File: config.mk
export PLATFORM = sky130hd
export DESIGN_NAME = mcg_clock_gen
export DESIGN_NICKNAME = d
export VERILOG_FILES = /design/src/logic/mcg_pkg.sv /design/src/logic/mcg_clock_gen.sv /design/src/logic/mcg_sync.sv
export SDC_FILE = /design/constraint.sdc
export NUM_CORES = 1
export LEC_CHECK = 0
export ABC_AREA = 1
export BUFFER_PORTS_ARGS = -buffer_cell sky130_fd_sc_hd__buf_2
export CORE_ASPECT_RATIO = 1.1
export CORE_MARGIN = 2
export CORE_UTILIZATION = 25
export CTS_BUF_LIST = sky130_fd_sc_hd__clkbuf_2
export DETAILED_ROUTE_END_ITERATION = 10
export RECOVER_POWER = 25
export SYNTH_ARGS = -nofsm -noshare
export SYNTH_HDL_FRONTEND = slang
export SYNTH_SLANG_ARGS = --single-unit
File: constraint.sdc
create_clock -name clock -period 10.8 [get_ports clock]
set_input_delay 2.7 -clock clock [delete_from_list [all_inputs] [get_ports clock]]
set_output_delay 2.7 -clock clock [all_outputs]
set_load 0.01 [all_outputs]
File: src/logic/mcg_pkg.sv
`default_nettype none
package mcg_pkg;
   // bus geometry
   localparam int ADDR_W = 4;
   localparam int DATA_W = 32;
   localparam int BE_W   = 4;
   // register byte offsets
   localparam logic [3:0] CTRL_OFF   = 4'h0;
   localparam logic [3:0] SYSC_OFF   = 4'h4;
   localparam logic [3:0] STAT_OFF   = 4'h8;
   // clock_gen_control field positions
   localparam int SRC_LSB   = 0;
   localparam int BAND_LSB  = 2;
   localparam int IDIV_LSB  = 4;
   localparam int ODIV_LSB  = 6;
   localparam int MUL_LSB   = 10;
   localparam int SRC_W     = 2;
   localparam int BAND_W    = 2;
   localparam int IDIV_W    = 2;
   localparam int ODIV_W    = 4;
   localparam int MUL_W     = 5;
   // system_control_one field positions
   localparam int HALVE_BIT = 0;
   // status field positions
   localparam int ST_CFG_LSB = 0;
   localparam int ST_HALVE   = 16;
   localparam int ST_MC      = 17;
   localparam int ST_CPU     = 18;
   localparam int ST_PEND    = 19;
   // field limits and codes
   localparam logic [IDIV_W-1:0] IDIV_MAX  = 2'h3;
   localparam logic [ODIV_W-1:0] ODIV_MAX  = 4'he;
   localparam logic [SRC_W-1:0]  SRC_PLL   = 2'h3;
   localparam logic [BAND_W-1:0] BAND_RSVD = 2'h3;
   localparam logic [BAND_W-1:0] BAND_LO   = 2'h0;
   localparam logic [BAND_W-1:0] BAND_MID  = 2'h1;
   localparam logic [BAND_W-1:0] BAND_HI   = 2'h2;
   // divider arithmetic widths
   localparam int DIV_W = 6;
   localparam int ACC_W = 8;
   // reset values
   localparam logic [SRC_W-1:0]  SRC_RST   = 2'h0;
   localparam logic [BAND_W-1:0] BAND_RST  = 2'h0;
   localparam logic [IDIV_W-1:0] IDIV_RST  = 2'h0;
   localparam logic [ODIV_W-1:0] ODIV_RST  = 4'h0;
   localparam logic [MUL_W-1:0]  MUL_RST   = 5'h00;
   localparam logic              HALVE_RST = 1'b0;
   // timing
   localparam int CLK_HZ      = 20_000_000;
   localparam int SYNC_STAGES = 2;

   typedef struct packed {
      logic [MUL_W-1:0]  mul;
      logic [ODIV_W-1:0] odiv;
      logic [IDIV_W-1:0] idiv;
      logic [BAND_W-1:0] band;
      logic [SRC_W-1:0]  src;
   } mcg_cfg_t;

   localparam int CFG_W = $bits(mcg_cfg_t);
   localparam mcg_cfg_t CFG_RST = '{mul: MUL_RST, odiv: ODIV_RST, idiv: IDIV_RST,
                                    band: BAND_RST, src: SRC_RST};
endpackage
`default_nettype wire

File: src/logic/mcg_clock_gen.sv
`timescale 1ns/10ps
`default_nettype none
module mcg_clock_gen
   import mcg_pkg::*;
#(
   // oscillator synchroniser depth
   parameter int OSC_SYNC_STAGES = SYNC_STAGES
) (
   // clock and reset
   input  wire logic              clock,
   input  wire logic              rst,
   // avalon-mm slave
   input  wire logic [ADDR_W-1:0] address,
   input  wire logic              read,
   input  wire logic              write,
   input  wire logic [BE_W-1:0]   byteenable,
   input  wire logic [DATA_W-1:0] writedata,
   output var  logic [DATA_W-1:0] readdata,
   output var  logic              waitrequest,
   // oscillator pin
   input  wire logic              oscillator_input_pin,
   // derived clocks
   output var  logic              master_clk,
   output var  logic              cpu_clk,
   output var  logic              sys_clk,
   // analog pll controls
   output var  logic              pll_enable,
   output var  logic [BAND_W-1:0] vco_band_field
);
   // ---------------- elaboration checks ----------------
   if (OSC_SYNC_STAGES < 2) begin : g_bad_sync
      $error("oscillator synchroniser needs at least two stages");
   end
   // slowest bypass divide must fit the divider counter
   if ((int'(IDIV_MAX) + 1) * (int'(ODIV_MAX) + 1) >= (1 << DIV_W)) begin : g_bad_div
      $error("divider counter too narrow for the largest prescale product");
   end
   // one full pll step plus a remainder must fit the accumulator
   if ((2 << MUL_W) + (1 << DIV_W) > (1 << ACC_W)) begin : g_bad_acc
      $error("pll accumulator too narrow");
   end
   // status layout must not overlap its flag bits
   if (ST_CFG_LSB + CFG_W > ST_HALVE) begin : g_bad_stat
      $error("status fields overlap");
   end
   // control fields must fit a bus word
   if (MUL_LSB + MUL_W > DATA_W) begin : g_bad_ctrl
      $error("control fields exceed the data width");
   end

   // ---------------- bus slave ----------------
   logic              ack_ff;
   logic [DATA_W-1:0] rdata_ff;
   logic [DATA_W-1:0] nxt_rdata;
   logic [DATA_W-1:0] wmask;
   logic              req;
   logic              wr_take;
   logic              hit_ctrl;
   logic              hit_sysc;
   logic              hit_stat;

   assign req         = read | write;
   assign waitrequest = req & ~ack_ff;
   // a write lands at the edge where waitrequest is low
   assign wr_take     = write & ack_ff;
   assign hit_ctrl    = (address == CTRL_OFF);
   assign hit_sysc    = (address == SYSC_OFF);
   assign hit_stat    = (address == STAT_OFF);
   assign readdata    = rdata_ff;

   for (genvar b = 0; b < BE_W; b++) begin : g_lane
      assign wmask[8*b +: 8] = {8{byteenable[b]}};
   end

   // ---------------- software registers ----------------
   mcg_cfg_t  sh_cfg_ff;
   mcg_cfg_t  act_cfg_ff;
   logic      sh_halve_ff;
   logic      act_halve_ff;
   mcg_cfg_t  wr_cfg;
   logic [DATA_W-1:0] ctrl_word;
   logic [DATA_W-1:0] ctrl_merged;
   logic [ODIV_W-1:0] wr_odiv;
   logic [BAND_W-1:0] wr_band;
   logic      pend;

   assign ctrl_word = {{(DATA_W-MUL_LSB-MUL_W){1'b0}}, sh_cfg_ff.mul, sh_cfg_ff.odiv,
                       sh_cfg_ff.idiv, sh_cfg_ff.band, sh_cfg_ff.src};
   assign ctrl_merged = (writedata & wmask) | (ctrl_word & ~wmask);
   // output prescale values above 14 are clamped
   assign wr_odiv = (ctrl_merged[ODIV_LSB +: ODIV_W] > ODIV_MAX) ?
                    ODIV_MAX : ctrl_merged[ODIV_LSB +: ODIV_W];
   // reserved band code keeps the previous band
   assign wr_band = (ctrl_merged[BAND_LSB +: BAND_W] == BAND_RSVD) ?
                    sh_cfg_ff.band : ctrl_merged[BAND_LSB +: BAND_W];
   assign wr_cfg.src  = ctrl_merged[SRC_LSB +: SRC_W];
   assign wr_cfg.band = wr_band;
   assign wr_cfg.idiv = ctrl_merged[IDIV_LSB +: IDIV_W];
   assign wr_cfg.odiv = wr_odiv;
   assign wr_cfg.mul  = ctrl_merged[MUL_LSB +: MUL_W];
   assign pend = (sh_cfg_ff != act_cfg_ff) | (sh_halve_ff != act_halve_ff);

   always_comb begin
      nxt_rdata = '0;
      if (hit_ctrl) begin
         nxt_rdata = ctrl_word;
      end else if (hit_sysc) begin
         nxt_rdata[HALVE_BIT] = sh_halve_ff;
      end else if (hit_stat) begin
         nxt_rdata[ST_CFG_LSB +: CFG_W] = act_cfg_ff;
         nxt_rdata[ST_HALVE] = act_halve_ff;
         nxt_rdata[ST_MC]    = master_clk;
         nxt_rdata[ST_CPU]   = cpu_clk;
         nxt_rdata[ST_PEND]  = pend;
      end
   end

   always_ff @(posedge clock) begin
      if (rst) begin
         ack_ff   <= 1'b0;
         rdata_ff <= '0;
      end else begin
         ack_ff <= req & ~ack_ff;
         if (read & ~ack_ff) begin
            rdata_ff <= nxt_rdata;
         end
      end
   end

   always_ff @(posedge clock) begin
      if (rst) begin
         sh_cfg_ff   <= CFG_RST;
         sh_halve_ff <= HALVE_RST;
      end else begin
         if (wr_take & hit_ctrl) begin
            sh_cfg_ff <= wr_cfg;
         end
         if (wr_take & hit_sysc & byteenable[0]) begin
            sh_halve_ff <= writedata[HALVE_BIT];
         end
      end
   end

   // ---------------- oscillator sampling ----------------
   logic osc_s;
   logic osc_d_ff;
   logic osc_rise;

   mcg_sync #(.STAGES(OSC_SYNC_STAGES)) u_osc_sync (
      .clock (clock),
      .rst   (rst),
      .din   (oscillator_input_pin),
      .dout  (osc_s)
   );

   always_ff @(posedge clock) begin
      if (rst) begin
         osc_d_ff <= 1'b0;
      end else begin
         osc_d_ff <= osc_s;
      end
   end

   assign osc_rise = osc_s & ~osc_d_ff;

   // ---------------- master clock generation ----------------
   logic [DIV_W-1:0] div_n;
   logic [DIV_W-1:0] half_hi;
   logic [DIV_W-1:0] cnt_ff;
   logic [DIV_W-1:0] nxt_cnt;
   logic [ACC_W-1:0] acc_ff;
   logic [ACC_W-1:0] nxt_acc;
   logic [ACC_W-1:0] acc_add;
   logic [ACC_W-1:0] acc_sum;
   logic             mc_ff;
   logic             nxt_mc;
   logic             is_pll;
   logic             passthru;
   logic             acc_ovf;
   logic             mc_rise;
   logic [DIV_W-1:0] idiv_fac;
   logic [DIV_W-1:0] odiv_fac;
   logic [ACC_W:0]   acc_wide;
   logic             hold_ff;
   logic             nxt_hold;
   logic             leave_pll;
   logic             cfg_chg;

   assign is_pll    = (act_cfg_ff.src == SRC_PLL);
   assign idiv_fac  = DIV_W'(act_cfg_ff.idiv) + DIV_W'(1);
   assign odiv_fac  = DIV_W'(act_cfg_ff.odiv) + DIV_W'(1);
   // product of both prescale factors, at most 4 x 15 = 60
   assign div_n     = DIV_W'(idiv_fac * odiv_fac);
   assign half_hi   = DIV_W'(({1'b0, div_n} + 7'd1) >> 1);
   assign passthru  = ~is_pll & (div_n == DIV_W'(1));
   // pll: each oscillator rise adds two half periods per multiply step
   assign acc_add   = osc_rise ? ACC_W'({act_cfg_ff.mul, 1'b0} + 7'd2) : '0;
   // saturate so an unreachable rate keeps toggling instead of wrapping
   assign acc_wide  = {1'b0, acc_ff} + {1'b0, acc_add};
   assign acc_sum   = acc_wide[ACC_W] ? '1 : acc_wide[ACC_W-1:0];
   assign acc_ovf   = (acc_sum >= ACC_W'(div_n));
   // applied setup differs from the written one
   assign cfg_chg   = (sh_cfg_ff != act_cfg_ff);
   // leaving the pll lands at a rise unrelated to the oscillator phase
   assign leave_pll = is_pll & (sh_cfg_ff.src != SRC_PLL);
   assign nxt_hold  = mc_rise ? leave_pll : (hold_ff & ~osc_rise);

   always_comb begin
      nxt_cnt = cnt_ff;
      nxt_acc = acc_ff;
      nxt_mc  = mc_ff;
      if (is_pll) begin
         nxt_acc = acc_sum;
         if (acc_ovf) begin
            nxt_acc = acc_sum - ACC_W'(div_n);
            nxt_mc  = ~mc_ff;
         end
      end else if (hold_ff) begin
         // keep the fresh high phase until the oscillator next rises
         nxt_mc = mc_ff;
      end else if (passthru) begin
         nxt_mc = osc_s;
      end else if (osc_rise) begin
         nxt_cnt = (cnt_ff == div_n - DIV_W'(1)) ? '0 : cnt_ff + DIV_W'(1);
         nxt_mc  = (nxt_cnt < half_hi);
      end
   end

   assign mc_rise = nxt_mc & ~mc_ff;

   // new setup applied only where a master period starts, so no runt
   always_ff @(posedge clock) begin
      if (rst) begin
         act_cfg_ff <= CFG_RST;
         cnt_ff     <= '0;
         acc_ff     <= '0;
         mc_ff      <= 1'b0;
      end else begin
         mc_ff <= nxt_mc;
         if (mc_rise) begin
            act_cfg_ff <= sh_cfg_ff;
            cnt_ff     <= '0;
            // keep the pll remainder unless the setup changes
            acc_ff     <= cfg_chg ? '0 : nxt_acc;
         end else begin
            cnt_ff <= nxt_cnt;
            acc_ff <= nxt_acc;
         end
      end
   end

   always_ff @(posedge clock) begin
      if (rst) begin
         hold_ff <= 1'b0;
      end else begin
         hold_ff <= nxt_hold;
      end
   end

   // ---------------- cpu and system clocks ----------------
   logic cpu_ff;
   logic sys_ff;
   logic nxt_cpu;
   logic cpu_load;
   logic halve_eff;

   // halve bit taken only where a cpu period begins
   assign cpu_load  = mc_rise & ~cpu_ff;
   assign halve_eff = cpu_load ? sh_halve_ff : act_halve_ff;
   // full rate follows the next master level so both flops switch together
   assign nxt_cpu   = halve_eff ? (mc_rise ? ~cpu_ff : cpu_ff) : nxt_mc;

   always_ff @(posedge clock) begin
      if (rst) begin
         act_halve_ff <= HALVE_RST;
         cpu_ff       <= 1'b0;
         sys_ff       <= 1'b0;
      end else begin
         act_halve_ff <= halve_eff;
         cpu_ff       <= nxt_cpu;
         // peripheral clock is its own flop on the same edges as the cpu clock
         sys_ff       <= nxt_cpu;
      end
   end

   assign master_clk     = mc_ff;
   assign cpu_clk        = cpu_ff;
   assign sys_clk        = sys_ff;
   assign pll_enable     = is_pll;
   assign vco_band_field = act_cfg_ff.band;
endmodule // mcg_clock_gen
`default_nettype wire

File: src/logic/mcg_sync.sv
`timescale 1ns/10ps
`default_nettype none
module mcg_sync
   import mcg_pkg::*;
#(
   parameter int STAGES = SYNC_STAGES
) (
   // clock and reset
   input  wire logic clock,
   input  wire logic rst,
   // level in and out
   input  wire logic din,
   output var  logic dout
);
   logic [STAGES-1:0] chain_ff;

   if (STAGES < 2) begin : g_bad_stages
      $error("mcg_sync needs at least two stages");
   end

   always_ff @(posedge clock) begin
      if (rst) begin
         chain_ff <= '0;
      end else begin
         chain_ff <= {chain_ff[STAGES-2:0], din};
      end
   end

   assign dout = chain_ff[STAGES-1];
endmodule // mcg_sync
`default_nettype wire

==> impl_metrics.xml, run 1 <==
<?xml version="1.0" encoding="UTF-8"?>
<metrics>
  <group name="yosys">
    <metric name="syn_area_per_cell" unit="sq um">7.01</metric>
    <metric name="synth-seq-area-share" unit="%">31.0</metric>
    <metric name="asyncSetResetFlopFracSynth" unit="%">0</metric>
    <metric name="postSynthCellCount" unit="">663</metric>
    <metric name="yosys-top-cells-area" unit="">dfxtp_1, nand2_1, ha_1</metric>
    <metric name="synth_top_cell_by_area" unit="">dfxtp_1</metric>
    <metric name="synthDistinctLibCells" unit="">40</metric>
    <metric name="synth_edf_count" unit="">0</metric>
    <metric name="synth-seq-cells" unit="">72</metric>
    <metric name="synth_flop_cell" unit="">dfxtp_1</metric>
    <metric name="cell_area_after_synthesis" unit="sq mm">0.00465</metric>
    <metric name="netlist.area_leader.share" unit="%">31.0</metric>
    <metric name="yosys_warnings" unit="">0</metric>
  </group>
  <group name="finish">
    <metric name="area_growth_syn_to_layout" unit="%">11.2</metric>
    <metric name="fin_nets" unit="">784</metric>
    <metric name="layout-drive-gt1-share" unit="%">11.0</metric>
    <metric name="antenna-diode-count" unit="">0</metric>
    <metric name="finalNonFillerCells" unit="">953</metric>
    <metric name="num-fill-cells" unit="">2027</metric>
    <metric name="final_core_utilization" unit="%">28.3</metric>
  </group>
  <group name="floorplanning">
    <metric name="pin_count" unit="">84</metric>
    <metric name="die_height" unit="microns">147</metric>
    <metric name="floorplan.initialDensity" unit="%">25.4</metric>
    <metric name="core_region_area" unit="sq mm">0.0183</metric>
    <metric name="die-area" unit="sq mm">0.0197</metric>
    <metric name="fp.dieW" unit="microns">134</metric>
    <metric name="floorplan.rows" unit="">52</metric>
  </group>
  <group name="clock_tree">
    <metric name="cts_post_setup_buffers_inserted" unit="">0</metric>
    <metric name="tritoncts" unit="">built</metric>
    <metric name="cts-hold-fix-buffers" unit="">0</metric>
    <metric name="clkLatencyLatePin" unit="ns">0.54</metric>
    <metric name="inserted_clock_buffers" unit="">9</metric>
    <metric name="cts_root_buf" unit="">clkbuf_2</metric>
    <metric name="htreeDepth" unit="">3</metric>
    <metric name="clk_pin_slew_worst_paths" unit="ns">0.21</metric>
    <metric name="cts_num_sinks" unit="">72</metric>
    <metric name="cts_buffer_depth" unit="">2</metric>
    <metric name="cts-resized-gates" unit="">0</metric>
  </group>
  <group name="timing">
    <metric name="hold_ws" unit="ns">0.425</metric>
    <metric name="report.final.setup_viol" unit="">0</metric>
    <metric name="timing_max_transition_violations_final" unit="">34</metric>
    <metric name="max_freq" unit="GHz">0.172</metric>
    <metric name="max-slew-margin-rel" unit="%">-2.09</metric>
    <metric name="grt_setup_unrepaired" unit="">false</metric>
    <metric name="layout_min_cycle_time" unit="ns">5.81</metric>
    <metric name="clock-skew-final" unit="ns">0.0296</metric>
    <metric name="hold_viol_final" unit="">0</metric>
    <metric name="finalCritPeriodShare" unit="%">53.8</metric>
    <metric name="worstMarginPinSlew" unit="ns">1.53</metric>
    <metric name="tns" unit="ns">0</metric>
  </group>
  <group name="power_and_ir_drop">
    <metric name="seqPwrFrac" unit="%">30.8</metric>
    <metric name="share_comb_of_total_power" unit="%">51.6</metric>
    <metric name="switching_share" unit="%">46.6</metric>
    <metric name="power_report.internal_total" unit="mW">0.546</metric>
    <metric name="power.share.clock" unit="%">17.6</metric>
    <metric name="irDropWorstVdd" unit="mV">0.0908</metric>
    <metric name="power.density_cell_area" unit="mW/mm^2">198</metric>
    <metric name="fin_total_pwr" unit="mW">1.02</metric>
    <metric name="switching_power" unit="mW">0.477</metric>
    <metric name="power_leakage" unit="nW">2.31</metric>
  </group>
  <group name="placed_design">
    <metric name="dp_hpwl" unit="microns">8540</metric>
    <metric name="placement.io_buffers" unit="">51</metric>
    <metric name="dp_cells" unit="">937</metric>
    <metric name="place_congestion" unit="">0.841</metric>
  </group>
  <group name="hold_path">
    <metric name="min_to" unit="">u_osc_sync.chain_ff[1]$_SDFF_PP0_</metric>
    <metric name="min_from" unit="">u_osc_sync.chain_ff[0]$_SDFF_PP0_</metric>
    <metric name="timing.hold.worst.class" unit="">flop to flop</metric>
    <metric name="hold_depth" unit="">2</metric>
  </group>
  <group name="setup_path">
    <metric name="worstPathArrival" unit="ns">3.11</metric>
    <metric name="endpoint_kind" unit="">output port</metric>
    <metric name="worst-endpoint-required" unit="ns">8.10</metric>
    <metric name="r2r.worst_path.cells" unit="">29</metric>
    <metric name="timing_worst_setup_path_type" unit="">input port to output port</metric>
    <metric name="r2r-end" unit="">vco_band_field[0]$_SDFFE_PP0N_</metric>
    <metric name="reg2reg_from" unit="">act_cfg_ff[6]$_SDFFE_PP0N_</metric>
    <metric name="r2r_setup_slack" unit="ns">5.05</metric>
    <metric name="critical_path_peak_fanout" unit="">2</metric>
    <metric name="setup.worst_path.start_class" unit="">input port</metric>
  </group>
  <group name="route">
    <metric name="detail_route.wirelength.met1" unit="microns">5340</metric>
    <metric name="length_of_routed_met3_wiring" unit="microns">338</metric>
    <metric name="antenna_left" unit="">0</metric>
    <metric name="detailroute.via_count" unit="">4156</metric>
    <metric name="routed_wirelength" unit="microns">11100</metric>
    <metric name="drc_errors" unit="">0</metric>
    <metric name="dr.max_layer_used" unit="">met4</metric>
    <metric name="wl_per_cell" unit="microns">11.6</metric>
    <metric name="wl_met2" unit="microns">5090</metric>
    <metric name="number_of_detailed_routing_iterations_run_before_antenna_repair" unit="">4</metric>
    <metric name="routed_via_density" unit="">4.36</metric>
    <metric name="initialDrtViolationCount" unit="">173</metric>
  </group>
  <group name="global_routing">
    <metric name="first_pass_grt_wire_length" unit="microns">18500</metric>
    <metric name="total_congestion_overflow_after_global_routing" unit="">0</metric>
    <metric name="grt_antenna_before_repair" unit="">0</metric>
    <metric name="groute.usage.overall" unit="%">11.5</metric>
    <metric name="first_global_vias" unit="">3939</metric>
    <metric name="grt_start_max_net_pins" unit="">34</metric>
  </group>
  <group name="run_status">
    <metric name="failed_checks" unit="">max-capacitance violations, max-slew violations</metric>
    <metric name="status" unit="">finished, violations left</metric>
  </group>
  <group name="run">
    <metric name="drv_cap" unit="">1</metric>
  </group>
</metrics>
-- critical path, stage by stage --
cell and delay [ns]:
buf_2 0.10, nor2_1 0.12, nor2_1 0.05, buf_2 0.13
-- Yosys cell counts (all sizes together) (3+ instances only) --
cell and count:
nor2 73, a31oi 15, clkbuf 12, dfxtp 72
fa 6, xnor2 15, a21oi 58, buf 22
ha 28, nor3 3, nand4 4, xor2 21
nand2 148, o21ai 57, a211oi 3, nor4 5
nand3 24, inv 82
-- power by group through the flow --
stage                     clock (mW)  combinational (mW)  sequential, mW
final                          0.180               0.528           0.315
after global routing           0.196               0.611           0.319
after CTS                      0.184               0.533           0.315
after detailed placement           0               0.528           0.321
after global placement             0               0.527           0.321
after floorplan                    0               0.461           0.311
-- per-layer routing --
layer,global-route usage [%],vias up
met4,4.84,0
met1,14.6,1853
met5,0,-
met2,19.1,70
li1,-,2208
met3,2.07,25
-- layout make-up --
| class | instances | area [sq um] | share of cell area (%) |
|---|---|---|---|
| Multi-Input combinational cell | 486 | 2720 | 52.6 |
| Tap cell | 243 | 304 | 5.88 |
| Timing Repair Buffer | 53 | 255 | 4.94 |
| Clock inverter | 6 | 83.8 | 1.62 |
| Inverter | 83 | 313 | 6.05 |
| Clock buffer | 10 | 50.0 | 0.969 |
| Sequential cell | 72 | 1440 | 27.9 |
-- metrics by stage --
stage | setup WS [ns] | instance area, sq um
after floorplan | 5.21 | 4690
after global placement | 4.98 | 5050
after detailed placement | 4.98 | 5050
after CTS | 4.98 | 5180
after global routing | 4.39 | 5170
final | 4.99 | 5170
-- cell families after synthesis --
family,after synthesis,share of synthesized area (%)
flops,72,31.0
xor+xnor,36,6.95
fa+ha+maj,34,10.1
other cells,1,0.0807
simple gates,262,23.2
mux,2,0.431
buf+inv,117,11.4
compound gates,139,16.8
-- worst max-delay path by stage --
stage / start / to / slack [ns]
2_1_floorplan: write / waitrequest / 5.21
3_3_place_gp: write / waitrequest / 4.98
3_5_place_dp: write / waitrequest / 4.98
4_1_cts: write / waitrequest / 4.98
5_1_grt: act_cfg_ff[6]$_SDFFE_PP0N_ / act_cfg_ff[10]$_SDFFE_PP0N_ / 4.39
6_report: write / waitrequest / 4.99
-- layout by cell type, fill, tap and decap left out, drive strengths merged, types with 15 or more instances in the layout --
cell type	netlist	routed
nand2	148	148
inv	82	82
nor2	73	73
dfxtp	72	72
a21oi	58	58
o21ai	57	57
buf	22	43
ha	28	28
nand3	24	24
xor2	21	21
clkbuf	12	20
a31oi	15	15
xnor2	15	15
No activity file was read; power rests on OpenSTA's default activity.
==> run 2: changes to the inputs <==
==> constraint.sdc (replaced) <==
create_clock -name clock -period 5.1 [get_ports clock]
set_input_delay 1.275 -clock clock [delete_from_list [all_inputs] [get_ports clock]]
set_output_delay 1.275 -clock clock [all_outputs]
set_load 0.01 [all_outputs]
==> impl_metrics.xml, run 2 (synthesized netlist as in run 1, its figures left out) <==
<?xml version="1.0" encoding="UTF-8"?>
<metrics>
  <group name="run_status">
    <metric name="status" unit="">finished, violations left</metric>
    <metric name="failed_checks" unit="">max-capacitance violations, max-slew violations</metric>
  </group>
  <group name="timing">
    <metric name="clock-skew-final" unit="ns">0.0378</metric>
    <metric name="report.final.setup_viol" unit="">0</metric>
    <metric name="layout_min_cycle_time" unit="ns">4.73</metric>
    <metric name="tns" unit="ns">0</metric>
    <metric name="hold_ws" unit="ns">0.420</metric>
    <metric name="finalCritPeriodShare" unit="%">92.8</metric>
    <metric name="max-slew-margin-rel" unit="%">-3.92</metric>
    <metric name="timing_max_transition_violations_final" unit="">34</metric>
    <metric name="worstMarginPinSlew" unit="ns">1.56</metric>
    <metric name="hold_viol_final" unit="">0</metric>
    <metric name="max_freq" unit="GHz">0.211</metric>
  </group>
  <group name="route">
    <metric name="detailroute.via_count" unit="">4239</metric>
    <metric name="routed_wirelength" unit="microns">11300</metric>
    <metric name="wl_per_cell" unit="microns">11.7</metric>
    <metric name="number_of_detailed_routing_iterations_run_before_antenna_repair" unit="">6</metric>
    <metric name="antenna_left" unit="">0</metric>
    <metric name="initialDrtViolationCount" unit="">150</metric>
    <metric name="drc_errors" unit="">0</metric>
    <metric name="routed_via_density" unit="">4.37</metric>
  </group>
  <group name="clock_tree">
    <metric name="inserted_clock_buffers" unit="">9</metric>
    <metric name="cts_root_buf" unit="">clkbuf_2</metric>
    <metric name="cts_num_sinks" unit="">72</metric>
    <metric name="htreeDepth" unit="">3</metric>
    <metric name="clkLatencyLatePin" unit="ns">0.57</metric>
    <metric name="tritoncts" unit="">built</metric>
    <metric name="clk_pin_slew_worst_paths" unit="ns">0.23</metric>
    <metric name="cts-hold-fix-buffers" unit="">0</metric>
    <metric name="cts_buffer_depth" unit="">2</metric>
    <metric name="cts_post_setup_buffers_inserted" unit="">0</metric>
  </group>
  <group name="setup_path">
    <metric name="cp_num_buf_inv" unit="">4</metric>
    <metric name="reg2reg_from" unit="">act_cfg_ff[6]$_SDFFE_PP0N_</metric>
    <metric name="worst-endpoint-required" unit="ns">5.56</metric>
    <metric name="timing.critical_path.slowest_cell_delay" unit="ns">0.51</metric>
    <metric name="crit_family" unit="">adder cells</metric>
    <metric name="timing_worst_setup_path_type" unit="">flop to flop</metric>
    <metric name="cpMaxStageDelayCell" unit="">fa_1</metric>
    <metric name="critical_path_peak_fanout" unit="">7</metric>
    <metric name="worstPathArrival" unit="ns">5.20</metric>
    <metric name="setup.worst_path.start_class" unit="">flop</metric>
    <metric name="endpoint_kind" unit="">flop</metric>
    <metric name="worstSetupStartpoint" unit="">act_cfg_ff[6]$_SDFFE_PP0N_</metric>
  </group>
  <group name="placed_design">
    <metric name="dp_hpwl" unit="microns">8740</metric>
    <metric name="place_congestion" unit="">0.842</metric>
    <metric name="placement.io_buffers" unit="">51</metric>
    <metric name="dp_cells" unit="">953</metric>
  </group>
  <group name="run">
    <metric name="drv_cap" unit="">1</metric>
  </group>
  <group name="power_and_ir_drop">
    <metric name="fin_total_pwr" unit="mW">2.40</metric>
    <metric name="irDropWorstVdd" unit="mV">0.205</metric>
    <metric name="power_leakage" unit="nW">2.42</metric>
    <metric name="power.density_cell_area" unit="mW/mm^2">441</metric>
  </group>
  <group name="floorplanning">
    <metric name="pin_count" unit="">84</metric>
    <metric name="fp.dieW" unit="microns">134</metric>
    <metric name="core_region_area" unit="sq mm">0.0183</metric>
    <metric name="die_height" unit="microns">147</metric>
    <metric name="floorplan.initialDensity" unit="%">25.4</metric>
    <metric name="die-area" unit="sq mm">0.0197</metric>
    <metric name="floorplan.rows" unit="">52</metric>
  </group>
  <group name="global_routing">
    <metric name="total_congestion_overflow_after_global_routing" unit="">0</metric>
    <metric name="global_route.usage.met2" unit="%">19.5</metric>
    <metric name="groute.usage.overall" unit="%">11.7</metric>
    <metric name="first_global_vias" unit="">3998</metric>
    <metric name="first_pass_grt_wire_length" unit="microns">18800</metric>
    <metric name="global_route.usage.met1" unit="%">15.0</metric>
    <metric name="top_usage_layer" unit="">met2</metric>
    <metric name="groute.layer.met3.usage" unit="%">2.35</metric>
    <metric name="grt_antenna_before_repair" unit="">0</metric>
    <metric name="grt_start_max_net_pins" unit="">34</metric>
  </group>
  <group name="finish">
    <metric name="antenna-diode-count" unit="">0</metric>
    <metric name="fin_nets" unit="">800</metric>
    <metric name="layout-drive-gt1-share" unit="%">16.1</metric>
    <metric name="area_growth_syn_to_layout" unit="%">16.9</metric>
    <metric name="final_core_utilization" unit="%">29.7</metric>
    <metric name="commonest_non_fill_non_tap_cell_in_the_layout" unit="">nand2_1</metric>
    <metric name="finalNonFillerCells" unit="">969</metric>
    <metric name="num-fill-cells" unit="">1982</metric>
    <metric name="mostFrequentLayoutCells" unit="">nand2_1, inv_1, dfxtp_1</metric>
  </group>
  <group name="hold_path">
    <metric name="timing.hold.worst.class" unit="">flop to flop</metric>
    <metric name="min_from" unit="">u_osc_sync.chain_ff[0]$_SDFF_PP0_</metric>
  </group>
</metrics>
## run 2: cell types whose count changed in the layout (fill, tap and decap cells not counted), sizes merged
cell      change
buf          +19
clkbuf        -4
clkinv        +1
clkinvlp      -1
inv           +1
## run 2: report_power, final
| group | switching, mW | leakage [nW] | total (mW) | internal, mW |
|---|---|---|---|---|
| registers | 0.0476 | 0.585 | 0.658 | 0.610 |
| logic | 0.818 | 1.75 | 1.36 | 0.542 |
| clock network | 0.221 | 0.0788 | 0.380 | 0.159 |
| total | 1.09 | 2.42 | 2.40 | 1.31 |
## run 2: stage by stage
| step | area [sq um] | worst slack [ns] |
|---|---|---|
| finish | 5430 | 0.367 |
| global route | 5430 | -0.0182 |
| CTS | 5300 | 0.0315 |
| detailed placement | 5170 | 0.0441 |
| global placement | 5170 | 0.0893 |
| floorplan | 4690 | 0.350 |
## run 2: layout make-up
| cell class | instances | area (sq um) | area share, % |
|---|---|---|---|
| clock inverters | 7 | 85.1 | 1.57 |
| flip-flops and latches | 72 | 1450 | 26.6 |
| well taps | 243 | 304 | 5.60 |
| clock buffers | 9 | 45.0 | 0.829 |
| repair buffers | 69 | 395 | 7.28 |
| inverters | 83 | 320 | 5.90 |
| multi-input cells | 486 | 2840 | 52.2 |
## run 2: metal layers
layer	vias to the layer above	part of all wire (%)
met5	-	0
met1	1919	47
met4	0	1.9
met2	71	47
met3	14	3.8
li1	2235	-
## run 2: path summary, 6_finish.rpt
check	slack [ns]	depth (start not counted)	endpoint
max	0.37	26	act_cfg_ff[14]$_SDFFE_PP0N_
max reg2reg	0.37	26	act_cfg_ff[14]$_SDFFE_PP0N_
min	0.42	2	u_osc_sync.chain_ff[1]$_SDFF_PP0_
min reg2reg	0.42	2	u_osc_sync.chain_ff[1]$_SDFF_PP0_
## run 2: worst register-to-register path, delay by kind of cell (launching register included)
kind | cells | cell delay (ns)
AND/OR/NAND/NOR | 10 | 0.93
XOR/XNOR | 3 | 0.47
adder cells (fa/ha/maj) | 5 | 1.66
flip-flops | 1 | 0.38
AO/OA/AOI/OAI | 4 | 0.76
buffers and inverters | 4 | 0.45
## run 2: what timing repair did
item,4_1_cts,5_1_grt
gates resized for setup,2,35
pin swaps,0,2
setup endpoints to repair,1,32
